<file path="src/gps_pkg.sv">
// shared constants for the gigabit status register block
package gps_pkg;

  // register port widths
  localparam int unsigned GPS_ADDR_W = 5;
  localparam int unsigned GPS_DATA_W = 16;

  // register offsets; the interrupt pair is placed above the phy range
  localparam logic [4:0] GPS_OFF_GIGABIT_STATUS = 5'h04;
  localparam logic [4:0] GPS_OFF_IRQ_STATUS     = 5'h10;
  localparam logic [4:0] GPS_OFF_IRQ_MASK       = 5'h11;

  // gigabit_status field positions
  localparam int unsigned GPS_BIT_MANUAL_CFG_FAULT   = 15;
  localparam int unsigned GPS_BIT_ROLE_RESOLUTION    = 14;
  localparam int unsigned GPS_BIT_LOCAL_RECEIVER_OK  = 13;
  localparam int unsigned GPS_BIT_REMOTE_RECEIVER_OK = 12;
  localparam int unsigned GPS_BIT_PARTNER_GIG_FD     = 11;
  localparam int unsigned GPS_BIT_PARTNER_GIG_HD     = 10;
  localparam int unsigned GPS_RESERVED_BITS_MSB      = 9;
  localparam int unsigned GPS_RESERVED_BITS_LSB      = 8;
  localparam int unsigned GPS_IDLE_CNT_MSB           = 7;
  localparam int unsigned GPS_IDLE_CNT_LSB           = 0;
  localparam int unsigned GPS_IDLE_CNT_W             = 8;

  // values after reset
  localparam logic [15:0] GPS_GIGABIT_STATUS_RST = 16'h0000;
  localparam logic [15:0] GPS_RDATA_RST          = 16'h0000;
  localparam logic [4:0]  GPS_IRQ_STATUS_RST     = 5'h00;
  localparam logic [4:0]  GPS_IRQ_MASK_RST       = 5'h00;

  // idle error counter limits
  localparam logic [7:0] GPS_IDLE_CNT_MAX = 8'hFF;
  localparam logic [7:0] GPS_IDLE_CNT_PRE = 8'hFE;

  // failed role resolutions before the fault latches
  localparam int unsigned GPS_FAIL_CNT_W    = 3;
  localparam logic [2:0]  GPS_FAIL_LIMIT    = 3'h7;
  localparam logic [2:0]  GPS_FAIL_PRE      = 3'h6;

  // interrupt event bit positions
  localparam int unsigned GPS_IRQ_W          = 5;
  localparam int unsigned GPS_EV_FAULT       = 0;
  localparam int unsigned GPS_EV_IDLE_ERR    = 1;
  localparam int unsigned GPS_EV_IDLE_SAT    = 2;
  localparam int unsigned GPS_EV_LOCAL_RX    = 3;
  localparam int unsigned GPS_EV_REMOTE_RX   = 4;

endpackage : gps_pkg

</file>
<file path="src/gps_sat_cnt.sv">
`timescale 1ns/10ps
`default_nettype none

// saturating up counter; a count in the clear cycle survives as one
module gps_sat_cnt #(
  parameter int unsigned W = 8
) (
  input  wire logic         clk_in,
  input  wire logic         resetn_in,
  input  wire logic         clk_en_in,
  input  wire logic         clr_in,
  input  wire logic         inc_in,
  output logic      [W-1:0] cnt_out,
  output logic              at_max_out
);

  typedef struct packed {
    logic [W-1:0] cnt;
  } gps_cnt_state_t;

  gps_cnt_state_t st_q;
  gps_cnt_state_t st_d;

  // next count: clear first, but a same-cycle increment is kept
  always_comb begin
    st_d = st_q;
    if (clr_in) begin
      st_d.cnt = inc_in ? W'(1) : '0;
    end else if (inc_in && (st_q.cnt != {W{1'b1}})) begin
      st_d.cnt = W'(st_q.cnt + W'(1));
    end
  end

  // state register, frozen while the clock enable is low
  always_ff @(posedge clk_in or negedge resetn_in) begin
    if (!resetn_in) begin
      st_q <= '0;
    end else if (clk_en_in) begin
      st_q <= st_d;
    end
  end

  assign cnt_out    = st_q.cnt;
  assign at_max_out = (st_q.cnt == {W{1'b1}});

endmodule : gps_sat_cnt

`default_nettype wire

</file>
<file path="src/gps_status_reg.sv">
`timescale 1ns/10ps
`default_nettype none

// What this block does
// - fault latches after seven failed role resolutions
// - reading gigabit_status clears the fault flag
// - fault self-clears on autoneg enable or complete
// - bit 14 shows master or slave result
// - bit 13 shows local receiver ok
// - bit 12 shows remote receiver ok
// - bit 11 shows partner gigabit full duplex
// - bit 10 shows partner gigabit half duplex
// - idle errors counted only in idle, send_n
// - one count per errored symbol period
// - counter clears on read and pcs reset
// - counter saturates at all ones
module gps_status_reg (
  input  wire logic                         clk_in,
  input  wire logic                         resetn_in,
  input  wire logic                         clk_en_in,
  input  wire logic [gps_pkg::GPS_ADDR_W-1:0] addr_in,
  input  wire logic [gps_pkg::GPS_DATA_W-1:0] wdata_in,
  input  wire logic                         wr_in,
  input  wire logic                         rd_in,
  output logic      [gps_pkg::GPS_DATA_W-1:0] rdata_out,
  output logic                              irq_out,
  input  wire logic                         ms_fail_in,
  input  wire logic                         an_enable_in,
  input  wire logic                         an_complete_in,
  input  wire logic                         role_master_in,
  input  wire logic                         local_receiver_ok_in,
  input  wire logic                         remote_receiver_ok_in,
  input  wire logic                         partner_gig_full_duplex_in,
  input  wire logic                         partner_gig_half_duplex_in,
  input  wire logic                         rx_idle_in,
  input  wire logic                         tx_mode_send_n_in,
  input  wire logic                         symbol_tick_in,
  input  wire logic                         rx_error_in,
  input  wire logic                         pcs_reset_in
);
  import gps_pkg::*;

  typedef struct packed {
    logic [GPS_DATA_W-1:0] rdata;
    logic                  irq;
    logic                  manual_cfg_fault;
    logic                  an_enable_prev;
    logic                  an_complete_prev;
    logic                  local_ok_prev;
    logic                  remote_ok_prev;
    logic [GPS_IRQ_W-1:0]  irq_status;
    logic [GPS_IRQ_W-1:0]  irq_mask;
  } gps_state_t;

  gps_state_t st_q;
  gps_state_t st_d;

  logic                      rd_gigabit_status;
  logic                      wr_irq_status;
  logic                      wr_irq_mask;
  logic                      an_enable_rise;
  logic                      an_complete_rise;
  logic                      an_clear;
  logic                      fault_set;
  logic                      idle_qualified;
  logic                      idle_inc;
  logic                      idle_clr;
  logic [GPS_IDLE_CNT_W-1:0] idle_cnt;
  logic                      idle_at_max;
  logic [GPS_FAIL_CNT_W-1:0] fail_cnt;
  logic [GPS_IRQ_W-1:0]      irq_events;
  logic [GPS_IRQ_W-1:0]      irq_w1c;
  logic [GPS_IRQ_W-1:0]      irq_status_nxt;
  logic [GPS_DATA_W-1:0]     gigabit_status_word;

  // address decode of the plain register port
  assign rd_gigabit_status      = rd_in && (addr_in == GPS_OFF_GIGABIT_STATUS);
  assign wr_irq_status = wr_in && (addr_in == GPS_OFF_IRQ_STATUS);
  assign wr_irq_mask   = wr_in && (addr_in == GPS_OFF_IRQ_MASK);

  // autoneg enable and completion act on their rising edges
  assign an_enable_rise   = an_enable_in && !st_q.an_enable_prev;
  assign an_complete_rise = an_complete_in && !st_q.an_complete_prev;
  assign an_clear         = an_enable_rise || an_complete_rise;

  // seventh failure latches the fault; saturated count keeps re-arming it
  assign fault_set = ms_fail_in && (fail_cnt >= GPS_FAIL_PRE);

  // failed resolution tally, restarted by each new negotiation
  gps_sat_cnt #(
    .W (GPS_FAIL_CNT_W)
  ) u_fail_cnt (
    .clk_in     (clk_in),
    .resetn_in  (resetn_in),
    .clk_en_in  (clk_en_in),
    .clr_in     (an_clear),
    .inc_in     (ms_fail_in),
    .cnt_out    (fail_cnt),
    .at_max_out ()
  );

  // idle errors only count in idle with transmit mode send_n
  assign idle_qualified = rx_idle_in && tx_mode_send_n_in;
  assign idle_inc       = idle_qualified && symbol_tick_in && rx_error_in;
  assign idle_clr       = rd_gigabit_status || pcs_reset_in;

  // counter holds at all ones; a clear with an error leaves one
  gps_sat_cnt #(
    .W (GPS_IDLE_CNT_W)
  ) u_idle_cnt (
    .clk_in     (clk_in),
    .resetn_in  (resetn_in),
    .clk_en_in  (clk_en_in),
    .clr_in     (idle_clr),
    .inc_in     (idle_inc),
    .cnt_out    (idle_cnt),
    .at_max_out (idle_at_max)
  );

  // live status word; reserved bits read back as zero
  always_comb begin
    gigabit_status_word = GPS_GIGABIT_STATUS_RST;
    gigabit_status_word[GPS_BIT_MANUAL_CFG_FAULT]   = st_q.manual_cfg_fault;
    gigabit_status_word[GPS_BIT_ROLE_RESOLUTION]    = role_master_in;
    gigabit_status_word[GPS_BIT_LOCAL_RECEIVER_OK]  = local_receiver_ok_in;
    gigabit_status_word[GPS_BIT_REMOTE_RECEIVER_OK] = remote_receiver_ok_in;
    gigabit_status_word[GPS_BIT_PARTNER_GIG_FD]     = partner_gig_full_duplex_in;
    gigabit_status_word[GPS_BIT_PARTNER_GIG_HD]     = partner_gig_half_duplex_in;
    gigabit_status_word[GPS_IDLE_CNT_MSB:GPS_IDLE_CNT_LSB] = idle_cnt;
  end

  // events feeding the sticky interrupt status
  always_comb begin
    irq_events = '0;
    irq_events[GPS_EV_FAULT]     = fault_set;
    irq_events[GPS_EV_IDLE_ERR]  = idle_inc;
    irq_events[GPS_EV_IDLE_SAT]  = idle_inc && (idle_clr ? 1'b0 : (idle_cnt == GPS_IDLE_CNT_PRE));
    irq_events[GPS_EV_LOCAL_RX]  = local_receiver_ok_in != st_q.local_ok_prev;
    irq_events[GPS_EV_REMOTE_RX] = remote_receiver_ok_in != st_q.remote_ok_prev;
    irq_w1c = wr_irq_status ? wdata_in[GPS_IRQ_W-1:0] : '0;
  end

  // per bit write-one-to-clear; a new event beats the clear
  for (genvar i = 0; i < GPS_IRQ_W; i++) begin : g_irq_bit
    assign irq_status_nxt[i] = irq_events[i] || (st_q.irq_status[i] && !irq_w1c[i]);
  end

  // next state of the register file except the two counters
  always_comb begin
    st_d = st_q;
    st_d.an_enable_prev   = an_enable_in;
    st_d.an_complete_prev = an_complete_in;
    st_d.local_ok_prev    = local_receiver_ok_in;
    st_d.remote_ok_prev   = remote_receiver_ok_in;
    // read data stand for one cycle only, zero otherwise
    st_d.rdata = GPS_RDATA_RST;
    if (rd_in) begin
      case (addr_in)
        GPS_OFF_GIGABIT_STATUS: begin
          st_d.rdata = gigabit_status_word;
        end
        GPS_OFF_IRQ_STATUS: begin
          st_d.rdata[GPS_IRQ_W-1:0] = st_q.irq_status;
        end
        GPS_OFF_IRQ_MASK: begin
          st_d.rdata[GPS_IRQ_W-1:0] = st_q.irq_mask;
        end
        default: begin
          st_d.rdata = GPS_RDATA_RST;
        end
      endcase
    end
    // fault: set wins over read clear and autoneg clear
    if (fault_set) begin
      st_d.manual_cfg_fault = 1'b1;
    end else if (rd_gigabit_status) begin
      st_d.manual_cfg_fault = 1'b0;
    end else if (an_clear) begin
      st_d.manual_cfg_fault = 1'b0;
    end
    // gigabit_status writes are dropped; reserved bits have no storage
    if (wr_irq_mask) begin
      st_d.irq_mask = wdata_in[GPS_IRQ_W-1:0];
    end
    st_d.irq_status = irq_status_nxt;
    // level interrupt from next values, so a mask write shows at once
    st_d.irq = |(st_d.irq_status & st_d.irq_mask);
  end

  // one register for all state but the two counters; frozen while the clock enable is low
  always_ff @(posedge clk_in or negedge resetn_in) begin
    if (!resetn_in) begin
      st_q <= '0;
    end else if (clk_en_in) begin
      st_q <= st_d;
    end
  end

  // outputs come straight from the state register
  assign rdata_out = st_q.rdata;
  assign irq_out   = st_q.irq;

  // checks on the fault latch, read port, idle counter and idle error interrupt

  // the seventh failure must latch the fault
  a_fault_latch: assert property (
    @(posedge clk_in) disable iff (!resetn_in)
    (clk_en_in && ms_fail_in && (fail_cnt >= GPS_FAIL_PRE))
    |=> st_q.manual_cfg_fault
  ) else $error("fault flag did not latch");

  // a read with no new fault clears the flag
  a_fault_rd_clear: assert property (
    @(posedge clk_in) disable iff (!resetn_in)
    (clk_en_in && rd_gigabit_status && !fault_set)
    |=> !st_q.manual_cfg_fault
  ) else $error("fault flag survived a read");

  // autoneg enable or complete clears the flag
  a_fault_an_clear: assert property (
    @(posedge clk_in) disable iff (!resetn_in)
    (clk_en_in && an_clear && !fault_set)
    |=> !st_q.manual_cfg_fault
  ) else $error("fault flag survived autoneg");

  // latched flag holds until a clear
  a_fault_hold: assert property (
    @(posedge clk_in) disable iff (!resetn_in)
    (clk_en_in && st_q.manual_cfg_fault && !rd_gigabit_status && !an_clear)
    |=> st_q.manual_cfg_fault
  ) else $error("fault flag dropped by itself");

  // no latch before the seventh failure
  a_fault_early: assert property (
    @(posedge clk_in) disable iff (!resetn_in)
    (clk_en_in && !st_q.manual_cfg_fault && !(ms_fail_in && (fail_cnt >= GPS_FAIL_PRE)))
    |=> !st_q.manual_cfg_fault
  ) else $error("fault flag set too early");

  // read data carry the role resolution
  a_read_role: assert property (
    @(posedge clk_in) disable iff (!resetn_in)
    (clk_en_in && rd_gigabit_status)
    |=> rdata_out[GPS_BIT_ROLE_RESOLUTION] == $past(role_master_in)
  ) else $error("role bit wrong on read");

  // read data carry local receiver status
  a_read_local_ok: assert property (
    @(posedge clk_in) disable iff (!resetn_in)
    (clk_en_in && rd_gigabit_status)
    |=> rdata_out[GPS_BIT_LOCAL_RECEIVER_OK] == $past(local_receiver_ok_in)
  ) else $error("local receiver bit wrong on read");

  // read data carry remote receiver status
  a_read_remote_ok: assert property (
    @(posedge clk_in) disable iff (!resetn_in)
    (clk_en_in && rd_gigabit_status)
    |=> rdata_out[GPS_BIT_REMOTE_RECEIVER_OK] == $past(remote_receiver_ok_in)
  ) else $error("remote receiver bit wrong on read");

  // read data carry partner full duplex ability
  a_read_part_fd: assert property (
    @(posedge clk_in) disable iff (!resetn_in)
    (clk_en_in && rd_gigabit_status)
    |=> rdata_out[GPS_BIT_PARTNER_GIG_FD] == $past(partner_gig_full_duplex_in)
  ) else $error("partner full duplex bit wrong on read");

  // read data carry partner half duplex ability
  a_read_part_hd: assert property (
    @(posedge clk_in) disable iff (!resetn_in)
    (clk_en_in && rd_gigabit_status)
    |=> rdata_out[GPS_BIT_PARTNER_GIG_HD] == $past(partner_gig_half_duplex_in)
  ) else $error("partner half duplex bit wrong on read");

  // a read returns the count from before its own clear
  a_read_cnt_pre: assert property (
    @(posedge clk_in) disable iff (!resetn_in)
    (clk_en_in && rd_gigabit_status)
    |=> rdata_out[GPS_IDLE_CNT_MSB:GPS_IDLE_CNT_LSB] == $past(idle_cnt)
  ) else $error("read count not the pre-clear value");

  // a read returns the fault from before its own clear
  a_read_flt_pre: assert property (
    @(posedge clk_in) disable iff (!resetn_in)
    (clk_en_in && rd_gigabit_status)
    |=> rdata_out[GPS_BIT_MANUAL_CFG_FAULT] == $past(st_q.manual_cfg_fault)
  ) else $error("read fault not the pre-clear value");

  // outside idle with send_n the counter stands still
  a_idle_no_count: assert property (
    @(posedge clk_in) disable iff (!resetn_in)
    (clk_en_in && !(rx_idle_in && tx_mode_send_n_in) && !rd_gigabit_status && !pcs_reset_in)
    |=> idle_cnt == $past(idle_cnt)
  ) else $error("idle counter moved outside idle");

  // one errored symbol adds exactly one
  a_idle_cnt_step: assert property (
    @(posedge clk_in) disable iff (!resetn_in)
    (clk_en_in && !rd_gigabit_status && !pcs_reset_in && rx_idle_in && tx_mode_send_n_in && symbol_tick_in && rx_error_in && (idle_cnt != GPS_IDLE_CNT_MAX))
    |=> idle_cnt == 8'($past(idle_cnt) + 8'h01)
  ) else $error("idle counter did not step by one");

  // no symbol tick, no count
  a_idle_no_tick: assert property (
    @(posedge clk_in) disable iff (!resetn_in)
    (clk_en_in && !rd_gigabit_status && !pcs_reset_in && !symbol_tick_in)
    |=> idle_cnt == $past(idle_cnt)
  ) else $error("idle counter moved without a tick");

  // read or pcs reset with no error clears to zero
  a_idle_clear: assert property (
    @(posedge clk_in) disable iff (!resetn_in)
    (clk_en_in && (rd_gigabit_status || pcs_reset_in) && !rx_error_in)
    |=> idle_cnt == '0
  ) else $error("idle counter not cleared");

  // at all ones the counter stays there
  a_idle_saturate: assert property (
    @(posedge clk_in) disable iff (!resetn_in)
    (clk_en_in && (idle_cnt == GPS_IDLE_CNT_MAX) && !rd_gigabit_status && !pcs_reset_in)
    |=> idle_cnt == GPS_IDLE_CNT_MAX
  ) else $error("idle counter wrapped");

  // an error in the clearing cycle is kept as one
  a_idle_clr_keep: assert property (
    @(posedge clk_in) disable iff (!resetn_in)
    (clk_en_in && rd_gigabit_status && rx_idle_in && tx_mode_send_n_in && symbol_tick_in && rx_error_in)
    |=> idle_cnt == 8'h01
  ) else $error("idle error lost in clearing cycle");

  // a counted idle error is flagged in the interrupt status
  a_irq_idle_event: assert property (
    @(posedge clk_in) disable iff (!resetn_in)
    (clk_en_in && rx_idle_in && tx_mode_send_n_in && symbol_tick_in && rx_error_in)
    |=> st_q.irq_status[GPS_EV_IDLE_ERR]
  ) else $error("idle error event not flagged");

  // reserved bits read back as zero
  a_reserved_zero: assert property (
    @(posedge clk_in) disable iff (!resetn_in)
    (clk_en_in && rd_gigabit_status)
    |=> rdata_out[GPS_RESERVED_BITS_MSB:GPS_RESERVED_BITS_LSB] == 2'b00
  ) else $error("reserved bits not zero");

  // read data stand only in the cycle after a read
  a_rdata_quiet: assert property (
    @(posedge clk_in) disable iff (!resetn_in)
    (clk_en_in && !rd_in)
    |=> rdata_out == '0
  ) else $error("read data outside the read cycle");

endmodule : gps_status_reg

`default_nettype wire

</file>
<file path="config.mk">
export PLATFORM = sky130hd
export DESIGN_NAME = gps_status_reg
export DESIGN_NICKNAME = d
export VERILOG_FILES = /design/src/gps_pkg.sv /design/src/gps_sat_cnt.sv /design/src/gps_status_reg.sv
export SDC_FILE = /design/constraint.sdc
export NUM_CORES = 1
export LEC_CHECK = 0
export BUFFER_PORTS_ARGS = -buffer_cell sky130_fd_sc_hd__buf_2
export CORE_MARGIN = 2
export CORE_UTILIZATION = 25
export DETAILED_ROUTE_END_ITERATION = 16
export SLEW_MARGIN = 20
export SYNTH_ARGS = -nofsm -noshare
export SYNTH_HDL_FRONTEND = slang
export SYNTH_SLANG_ARGS = --single-unit
</file>
<file path="constraint.sdc">
create_clock -name clk_in -period 2.03 [get_ports clk_in]
set_clock_uncertainty 0.2 [all_clocks]
set_input_delay 0.3045 -clock clk_in [delete_from_list [all_inputs] [get_ports clk_in]]
set_output_delay 0.3045 -clock clk_in [all_outputs]
set_load 0.01 [all_outputs]
</file>
==> run metrics, run 1 <==
via count of the first global-routing pass=between 1500 and 2000; post-route antenna net violation count=0; # diodes=0; Die Width=approximately 100 µm; primary flip-flop cell chosen by synthesis mapping=dfrtp_1; proportion of layout cells with a drive suffix above 1=roughly 31%; final worst path period share=between 90% and 100%; count of final max-slew check failures=0; total congestion overflow=0; overall power consumption=between 1.5 and 2 mW; share of flip-flops with an asynchronous set or reset=between 90% and 100%; Avg Vias per Cell=between 4 and 5; class of the most critical hold timing path=input port to flip-flop; cell count after synthesis=between 200 and 250; top post-synthesis cells by count=dfrtp_1 (41), o21ai_0 (20), buf_4 (16); r2r startpoint=u_idle_cnt.cnt_out[0]; number of cells upsized or downsized after cts=0; wire length per cell=14.6 µm; total vias in the final route=between 1500 and 2000; clock sink count=about 40; Skew-Pair Late Insertion Delay=a little under 300 ps; Arrival @ worst endpoint=1850 ps; final RePlAce weighted congestion=a little over 0.8; top metal layer carrying routed signals=met4; height of the die=99.6 µm; routed wl met3=between 200 and 300 µm; first-pass iteration count of the detailed router=4; final hold slack=38.1 ps; HPWL after DPL=between 4 and 5 mm; endpoints failing setup=0; type of the worst setup path=flip-flop to flip-flop; number of synthesized register bits=~40; final routed wirelength across all metal layers=~5.5 mm; yosys warns=0; Total Routing Usage GR=11.9%; Clock transition at path regs=approximately 80 ps; start point of the worst min-delay path=role_master_in; total I/O pin count=between 50 and 60; pin count of the biggest net entering global routing=20; kind of capture point of the worst setup path=flip-flop; leading cell type by number of instances after synthesis=dfrtp_1; Power per Cell Area=654 nW/µm²; number of buffers added by the clock tree synthesis step=5; leading cell types by total area after synthesis=dfrtp_1 (45%), a22o_1 (5.4%), buf_4 (5.3%); Std-Cell Core Area=around 8800 µm²; CP Data Required Time=approximately 2000 ps; Post-Syn Area=approximately 2300 µm²; Clock Root Buffer=clkbuf_8; number of antenna violations at the first check in global routing=0; static leakage=around 1.3 nW; Final min period=1880 ps; Max rail drop VDD=about 280 µV; wire length of the first global-routing pass=approximately 9.4 mm; FF-to-FF End=u_idle_cnt.cnt_out[4]; startpoint kind of the worst setup timing path=flip-flop; TritonCTS clock tree=yes; number of violations reported at the end of detailed-routing iteration 0=just under 80; number of post-CTS setup repair buffers=0; total routed wire length on the met1 layer=2.59 mm; number of buffers on the longest clock path=2; Die Outline Area=slightly below 10000 µm²; highest clock frequency the design can meet=about 530 MHz; final hold violations=0; start point of the critical path=u_idle_cnt.cnt_out[0]; standard-cell rows=34; register-to-register setup slack=about 150 ps; P&R area growth vs syn=18.2%; cells along the critical path=ha_1 > a31oi_2 > o21ai_2 > o21a_1 > a2bb2oi_1; TNS Setup=0 ps; slowest stage cell on the critical path=dfrtp_1; run status=finished, final reports clean; number of hold buffers added after cts=1; number of H-tree levels=2; Post-synth EDFFs=0; setup repair after global routing missed its margin=false; maximum capacitance violations=0; slowest stage delay, CP=460 ps; maximum fanout along the worst path=7; WHS Endpoint=rdata_out[14]; detailed route wirelength on metal2=around 2.6 mm; IO Port Bufs=42; Seq/Total Area, Yosys=between 40% and 50%; depth of the worst register-to-register path=5; Synth top area share=44.9%; DRC violations left=0; synth unique cells=43; average instance area after synthesis=10.2 µm²; Worst Hold Path Cells=2; net count reported at finish=310; effective utilization at floorplan=roughly a quarter; cell taking the most area after synthesis=dfrtp_1
-- critical path: cells and delay by family (launching register included) --
kind / cells / cell delay, ps
adder cells (fa/ha/maj): 1 / 260
flip-flops: 1 / 460
AO/OA/AOI/OAI: 4 / 840
-- layout make-up --
class	count	area, µm²
fillers	932	6100
multi-input cells	149	1060
flip-flops and latches	41	1030
repair buffers	60	348
well taps	108	135
clock buffers	7	96.3
inverters	9	33.8
clock inverters	1	5.00
-- where the power goes --
part           leakage, nW  total (mW)  internal, mW  switching [mW]
registers            0.526       0.909         0.867          0.0421
logic                0.754       0.269         0.120           0.149
clock network       0.0542       0.588         0.308           0.280
-- logic make-up (layout without fill, tap and decap cells) --
group | Yosys count | in the layout | share of synthesized area, %
other | 1 | 2 | 0.164
AO/OA/AOI/OAI | 69 | 69 | 21.4
buffers and inverters | 35 | 77 | 8.98
XOR/XNOR | 5 | 5 | 1.92
AND/OR/NAND/NOR | 55 | 55 | 13.8
adder cells (fa/ha/maj) | 5 | 5 | 2.74
multiplexers | 13 | 13 | 6.13
flip-flops | 41 | 41 | 44.9
-- flip-flops by register name, indices dropped and copies added, names as in the netlist --
signal               count
gigabit_status_word      1
irq_out                  1
rdata_out               14
st_q                    14
u_fail_cnt.cnt_out       3
u_idle_cnt.cnt_out       8
-- worst max path at each step --
stage	endpoint	slack, ps	cells after the start
6_report	u_idle_cnt.cnt_out[4]	150	5
5_1_grt	irq_out	70	6
4_1_cts	u_idle_cnt.cnt_out[3]	160	5
3_5_place_dp	irq_out	-60	7
3_3_place_gp	irq_out	-20	7
2_1_floorplan	irq_out	200	6
-- through the flow --
stage	instance area, µm²	instances	setup slack [ps]	util (%)
3_3_place_gp	2590	366	-20.3	29.4
2_1_floorplan	2290	225	203	-
5_1_grt	2700	375	70.7	30.7
4_1_cts	2700	375	160	30.7
6_report	2700	375	155	30.7
3_5_place_dp	2590	366	-63.0	29.4
-- per-layer routing --
metal  vias up  global-route usage [%]
li1        890                       -
met1       887                    16.1
met2        38                    19.0
met3         4                    3.23
met4         0                    3.16
met5         -                       0
-- layout by cell type, fill, tap and decap left out, types with 2 or more instances in the layout --
master / synthesis / layout
buf_2: 2 / 42
dfrtp_1: 41 / 41
o21ai_0: 20 / 20
buf_4: 16 / 17
a22o_1: 14 / 14
nor2_1: 13 / 13
nand2_1: 11 / 11
nand3_1: 11 / 11
inv_1: 8 / 8
mux2_2: 8 / 8
clkbuf_8: 0 / 7
a21oi_1: 6 / 6
a22oi_1: 6 / 6
and3_1: 6 / 6
mux2i_1: 5 / 5
xor2_1: 5 / 5
o2bb2ai_1: 5 / 5
ha_1: 5 / 5
nand4_1: 4 / 4
a31oi_1: 3 / 3
o22ai_1: 3 / 3
a2bb2oi_1: 3 / 3
o21a_1: 2 / 2
nor3_1: 2 / 2
conb_1: 1 / 2
Note: power is estimated with default switching activity, not from simulation.
==> run 2, diff against run 1 <==
CELL_PAD_IN_SITES_DETAIL_PLACEMENT = 0   (was default)
CELL_PAD_IN_SITES_GLOBAL_PLACEMENT = 1   (was default)
PLACE_DENSITY_LB_ADDON = 0.1   (was default)
clock period = 1.7 ns   (was 2.03 ns; I/O delays follow)
==> run metrics, run 2 (synthesized netlist as in run 1, its figures left out) <==
run status=finished, final reports clean; number of antenna violations at the first check in global routing=0 (unchanged); count of final max-slew check failures=0 (unchanged); wire length of the first global-routing pass=10.4 mm (+10%); number of H-tree levels=2 (unchanged); net count reported at finish=336 (+8.4%); total congestion overflow=0 (unchanged); Skew-Pair Late Insertion Delay=290 ps (about the same); switching power of the nets=0.607 mW (+29%); Avg Vias per Cell=4.64 (-4.4%); Die Outline Area=9920 µm² (unchanged); CP Data Required Time=1680 ps (-320 ps); global routing usage on met1=18.7% (+2.7 points); total vias in the final route=1859 (+2.2%); filler instances=944 (+1.3%); commonest non-fill, non-tap cell in the layout=buf_2; wire length per cell=15.3 µm (+5.0%); final routed wirelength across all metal layers=6.14 mm (+12%); height of the die=99.6 µm (unchanged); Power per Cell Area=771 nW/µm² (+18%); IO Port Bufs=42 (unchanged); final worst path period share=98.3% (+6.0 points); first-pass iteration count of the detailed router=4 (unchanged); number of buffers on the longest clock path=2 (unchanged); clock sink count=41 (unchanged); pin count of the biggest net entering global routing=42 (+110%); class of the most critical hold timing path=input port to flip-flop; maximum capacitance violations=0 (unchanged); final hold violations=0 (unchanged); kind of capture point of the worst setup path=flip-flop; slowest stage delay, CP=390 ps (-70 ps); switching portion of total power=26.1% (-0.57 points); TNS Setup=0 ps (unchanged); HPWL after DPL=4.53 mm (+8.7%); Max rail drop VDD=303 µV (+7.4%); Layout Utilization=34.2% (+3.5 points); Clk network pwr share=35.9% (+2.6 points); cell type group with the largest total delay on the critical path=compound AO/OA/AOI/OAI gates; Clock Root Buffer=clkbuf_8; startpoint kind of the worst setup timing path=flip-flop; # diodes=0 (unchanged); static leakage=1.47 nW (+10%); number of buffers added by the clock tree synthesis step=5 (unchanged); Std-Cell Core Area=8810 µm² (unchanged); number of violations reported at the end of detailed-routing iteration 0=48 (-38%); register share of total power=46.6% (-4.9 points); total I/O pin count=56 (unchanged); cells along the critical path=inv_1 > ha_1 > o211a_1 > nor2_2 > o22ai_1 > o32a_1; via count of the first global-routing pass=2003 (+8.5%); met2 track demand over resource in global routing=21.6% (+2.6 points); post-route antenna net violation count=0 (unchanged); total buffers and inverters traversed by the critical path=1 (+1); effective utilization at floorplan=25.9% (unchanged); P&R area growth vs syn=31.9%; Die Width=99.6 µm (unchanged); maximum fanout along the worst path=3 (-4); combinational share of power=17.5% (+2.3 points); GRT met3 Usage=2.25% (-0.98 points); slowest stage cell on the critical path=dfrtp_1; final hold slack=21.2 ps (-16.9 ps); highest clock frequency the design can meet=598 MHz (+12%); TritonCTS clock tree=yes; standard-cell rows=34 (unchanged); Total Routing Usage GR=13.4% (+1.4 points); Clock transition at path regs=90 ps (about the same); final RePlAce weighted congestion=0.726 (-13%); proportion of layout cells with a drive suffix above 1=37.2% (+6.5 points); setup repair after global routing missed its margin=true; Most Used Layer, Global Route=met2; type of the worst setup path=flip-flop to flip-flop; Internal=1.72 mW (+33%); endpoints failing setup=0 (unchanged); Final min period=1670 ps (-204 ps); top library cells by usage in the layout, fill and taps aside=buf_2 (42), dfrtp_1 (41), buf_4 (35); DRC violations left=0 (unchanged); Arrival @ worst endpoint=1650 ps (-200 ps)
-- run 2: repair_timing --
action | CTS | global route
pin swaps | 0 | 3
buffers inserted | 0 | 1
setup endpoints to repair | 1 | 9
hold buffers | 6 | 0
gates resized for setup | 1 | 11
endpoints found under the hold margin | 46 | 0
-- run 2: path summary, 6_finish.rpt --
path / start / end / slack (ps) / depth (start not counted)
min in group asynchronous: resetn_in / st_q[1] / 270 / 3
worst max register to register: u_fail_cnt.cnt_out[0] / irq_out / 30 / 6
worst min-delay path: remote_receiver_ok_in / rdata_out[12] / 20 / 2
worst min register to register: rdata_out[4] / rdata_out[4] / 290 / 1
max in group asynchronous: resetn_in / rdata_out[15] / 820 / 3
worst max-delay path: u_fail_cnt.cnt_out[0] / irq_out / 30 / 6
-- run 2: power groups by stage --
stage	Sequential (mW)	Clock (mW)	Combinational [mW]
after CTS	1.08	0.875	0.401
after global placement	1.10	0	0.386
after detailed placement	1.10	0	0.387
after floorplan	1.09	0	0.190
after global routing	1.09	0.901	0.460
final	1.08	0.834	0.407
-- run 2: routing by layer --
metal / vias up / wire, µm
met5: - / 0
met4: 0 / 38
met3: 2 / 202
met2: 37 / 2800
met1: 879 / 3100
li1: 941 / -
-- run 2: stage by stage --
| step | std cells | cell area [µm²] | power (mW) | setup WS (ps) |
|---|---|---|---|---|
| finish | 401 | 3010 | 2.32 | 28.1 |
| global route | 401 | 3010 | 2.45 | -52.5 |
| CTS | 400 | 2970 | 2.36 | 4.03 |
| detailed placement | 386 | 2790 | 1.49 | -265 |
| global placement | 386 | 2790 | 1.49 | -240 |
| floorplan | 225 | 2300 | 1.28 | -22.6 |
-- run 2: layout make-up --
class | instances | area (µm²) | share of cell area [%]
multi-input combinational | 149 | 1110 | 36.8
sequential | 41 | 1030 | 34.1
timing repair buffer | 86 | 593 | 19.7
tap | 108 | 135 | 4.49
clock buffer | 7 | 86.3 | 2.87
inverter | 9 | 33.8 | 1.12
clock inverter | 1 | 30.0 | 0.997
-- run 2: worst reg2reg max path: cells and delay by family, from the launching register on --
kind,cells,cell delay [ps]
compound gates,3,620
fa+ha+maj,1,190
buf+inv,1,50
flops,1,390
simple gates,1,110
==> run 3, diff against run 2 <==
ABC_CLOCK_PERIOD_IN_PS = 1900   (was default)
clock period = 1.9 ns   (was 1.7 ns; I/O delays follow)
==> run metrics, run 3 (synthesized netlist as in run 1, its figures left out) <==
run status=finished, final reports clean; clock sink count=41 (unchanged); count of final max-slew check failures=0 (unchanged); Std-Cell Core Area=8810 µm² (unchanged); Final min period=1770 ps (+102 ps); final worst path period share=93.4% (-5.0 points); setup repair after global routing missed its margin=false; number of buffers on the longest clock path=2 (unchanged); Die Width=99.6 µm (unchanged); pre-CTS setup slack=-145 ps (+119 ps); net count reported at finish=322 (-4.2%); HPWL after DPL=4.42 mm (-2.4%); static leakage=1.39 nW (-5.7%); top library cells by usage in the layout, fill and taps aside=buf_2 (42), dfrtp_1 (41), buf_4 (26); P&R area growth vs syn=22.2%; number of buffers added by the clock tree synthesis step=5 (unchanged); endpoints failing setup=0 (unchanged); IO Port Bufs=42 (unchanged); register-to-register setup slack=130 ps (+100 ps); Skew-Pair Late Insertion Delay=290 ps (about the same); number of H-tree levels=2 (unchanged); highest clock frequency the design can meet=564 MHz (-5.8%); final hold slack=6.74 ps (-14.5 ps); post-route antenna net violation count=0 (unchanged); Avg Vias per Cell=4.81 (+3.8%); final routed wirelength across all metal layers=6.10 mm (-0.76%); Total Routing Usage GR=12.6% (-0.75 points); number of post-CTS setup repair buffers=0 (unchanged); class of the most critical hold timing path=input port to flip-flop; Arrival @ worst endpoint=1760 ps (+110 ps); # diodes=0 (unchanged); type of the worst setup path=flip-flop to flip-flop; total buffers and inverters traversed by the critical path=1 (unchanged); kind of capture point of the worst setup path=flip-flop; Power per Cell Area=660 nW/µm² (-14%); DRC violations left=0 (unchanged); slowest stage cell on the critical path=dfrtp_1; Cell Count Post-Placement=377 (-2.3%); Die Outline Area=9920 µm² (unchanged); via count of the first global-routing pass=1809 (-9.7%); CP Data Required Time=1880 ps (+200 ps); Clock transition at path regs=80 ps (about the same); maximum fanout along the worst path=4 (+1); effective utilization at floorplan=25.9% (unchanged); pin count of the biggest net entering global routing=42 (unchanged); total I/O pin count=56 (unchanged); first-pass iteration count of the detailed router=4 (unchanged); proportion of layout cells with a drive suffix above 1=32.9% (-4.3 points); Clock Root Buffer=clkbuf_8; cell type group with the largest total delay on the critical path=compound AO/OA/AOI/OAI gates; Max rail drop VDD=266 µV (-12%); number of violations reported at the end of detailed-routing iteration 0=41 (-15%); overall power consumption=1.84 mW (-21%); non-filler instance count after layout=385 (-4.0%); total congestion overflow=0 (unchanged); cells along the critical path=inv_1 > ha_1 > nand4_1 > a2bb2oi_1 > o22ai_1 > o32a_1; total vias in the final route=1852 (-0.38%); final non-filler cell area=2790 µm² (-7.4%); final RePlAce weighted congestion=0.751 (+3.4%); commonest non-fill, non-tap cell in the layout=buf_2; number of antenna violations at the first check in global routing=0 (unchanged); wire length of the first global-routing pass=9.67 mm (-7.0%); final hold violations=0 (unchanged); smallest setup slack after layout=126 ps (+97.6 ps); maximum capacitance violations=0 (unchanged); standard-cell rows=34 (unchanged); height of the die=99.6 µm (unchanged); startpoint kind of the worst setup timing path=flip-flop; slowest stage delay, CP=420 ps (+30 ps); TritonCTS clock tree=yes; wire length per cell=15.8 µm (+3.4%); placed cell area=2700 µm² (-3.2%)
## run 3: cell type report
class	instances	area (µm²)
fillers	919	6010
well taps	108	135
clock inverters	1	5.00
repair buffers	72	465
multi-input cells	149	1060
clock buffers	5	68.8
inverters	9	33.8
flip-flops and latches	41	1030
## run 3: worst paths after layout
check / startpoint / endpoint / cells after the start
max: u_idle_cnt.cnt_out[0] / irq_out / 6
min: partner_gig_half_duplex_in / rdata_out[10] / 2
max reg2reg: u_idle_cnt.cnt_out[0] / irq_out / 6
min reg2reg: rdata_out[1] / rdata_out[1] / 1
max in group asynchronous: resetn_in / st_q[13] / 3
min in group asynchronous: resetn_in / st_q[1] / 3
## run 3: worst reg2reg max path: stages (launching register included)
cell and delay (ps):
dfrtp_1 420, inv_1 90, ha_1 200, nand4_1 90
a2bb2oi_1 240, o22ai_1 110, o32a_1 320
## run 3: where the power goes
group	internal [mW]	switching, mW	total (mW)
clock network	0.243	0.311	0.553
registers	0.926	0.0383	0.965
logic	0.149	0.174	0.323
total	1.32	0.523	1.84
## run 3: layer usage
metal	GRT usage, %	routed length, µm
met1	17.7	3060
met3	2.74	237
met4	3.06	63
met5	0	0
met2	19.9	2740
## run 3: timing repair
action                    CTS  global route
hold buffers                2             0
resized for setup           0             0
hold endpoints to repair   42             0
## run 3: per-stage QoR
stage / utilization (%) / setup TNS (ps)
2_1_floorplan: - / 0
3_3_place_gp: 30.6 / -174
3_5_place_dp: 30.6 / -193
4_1_cts: 31.7 / 0
5_1_grt: 31.7 / 0
6_report: 31.7 / 0
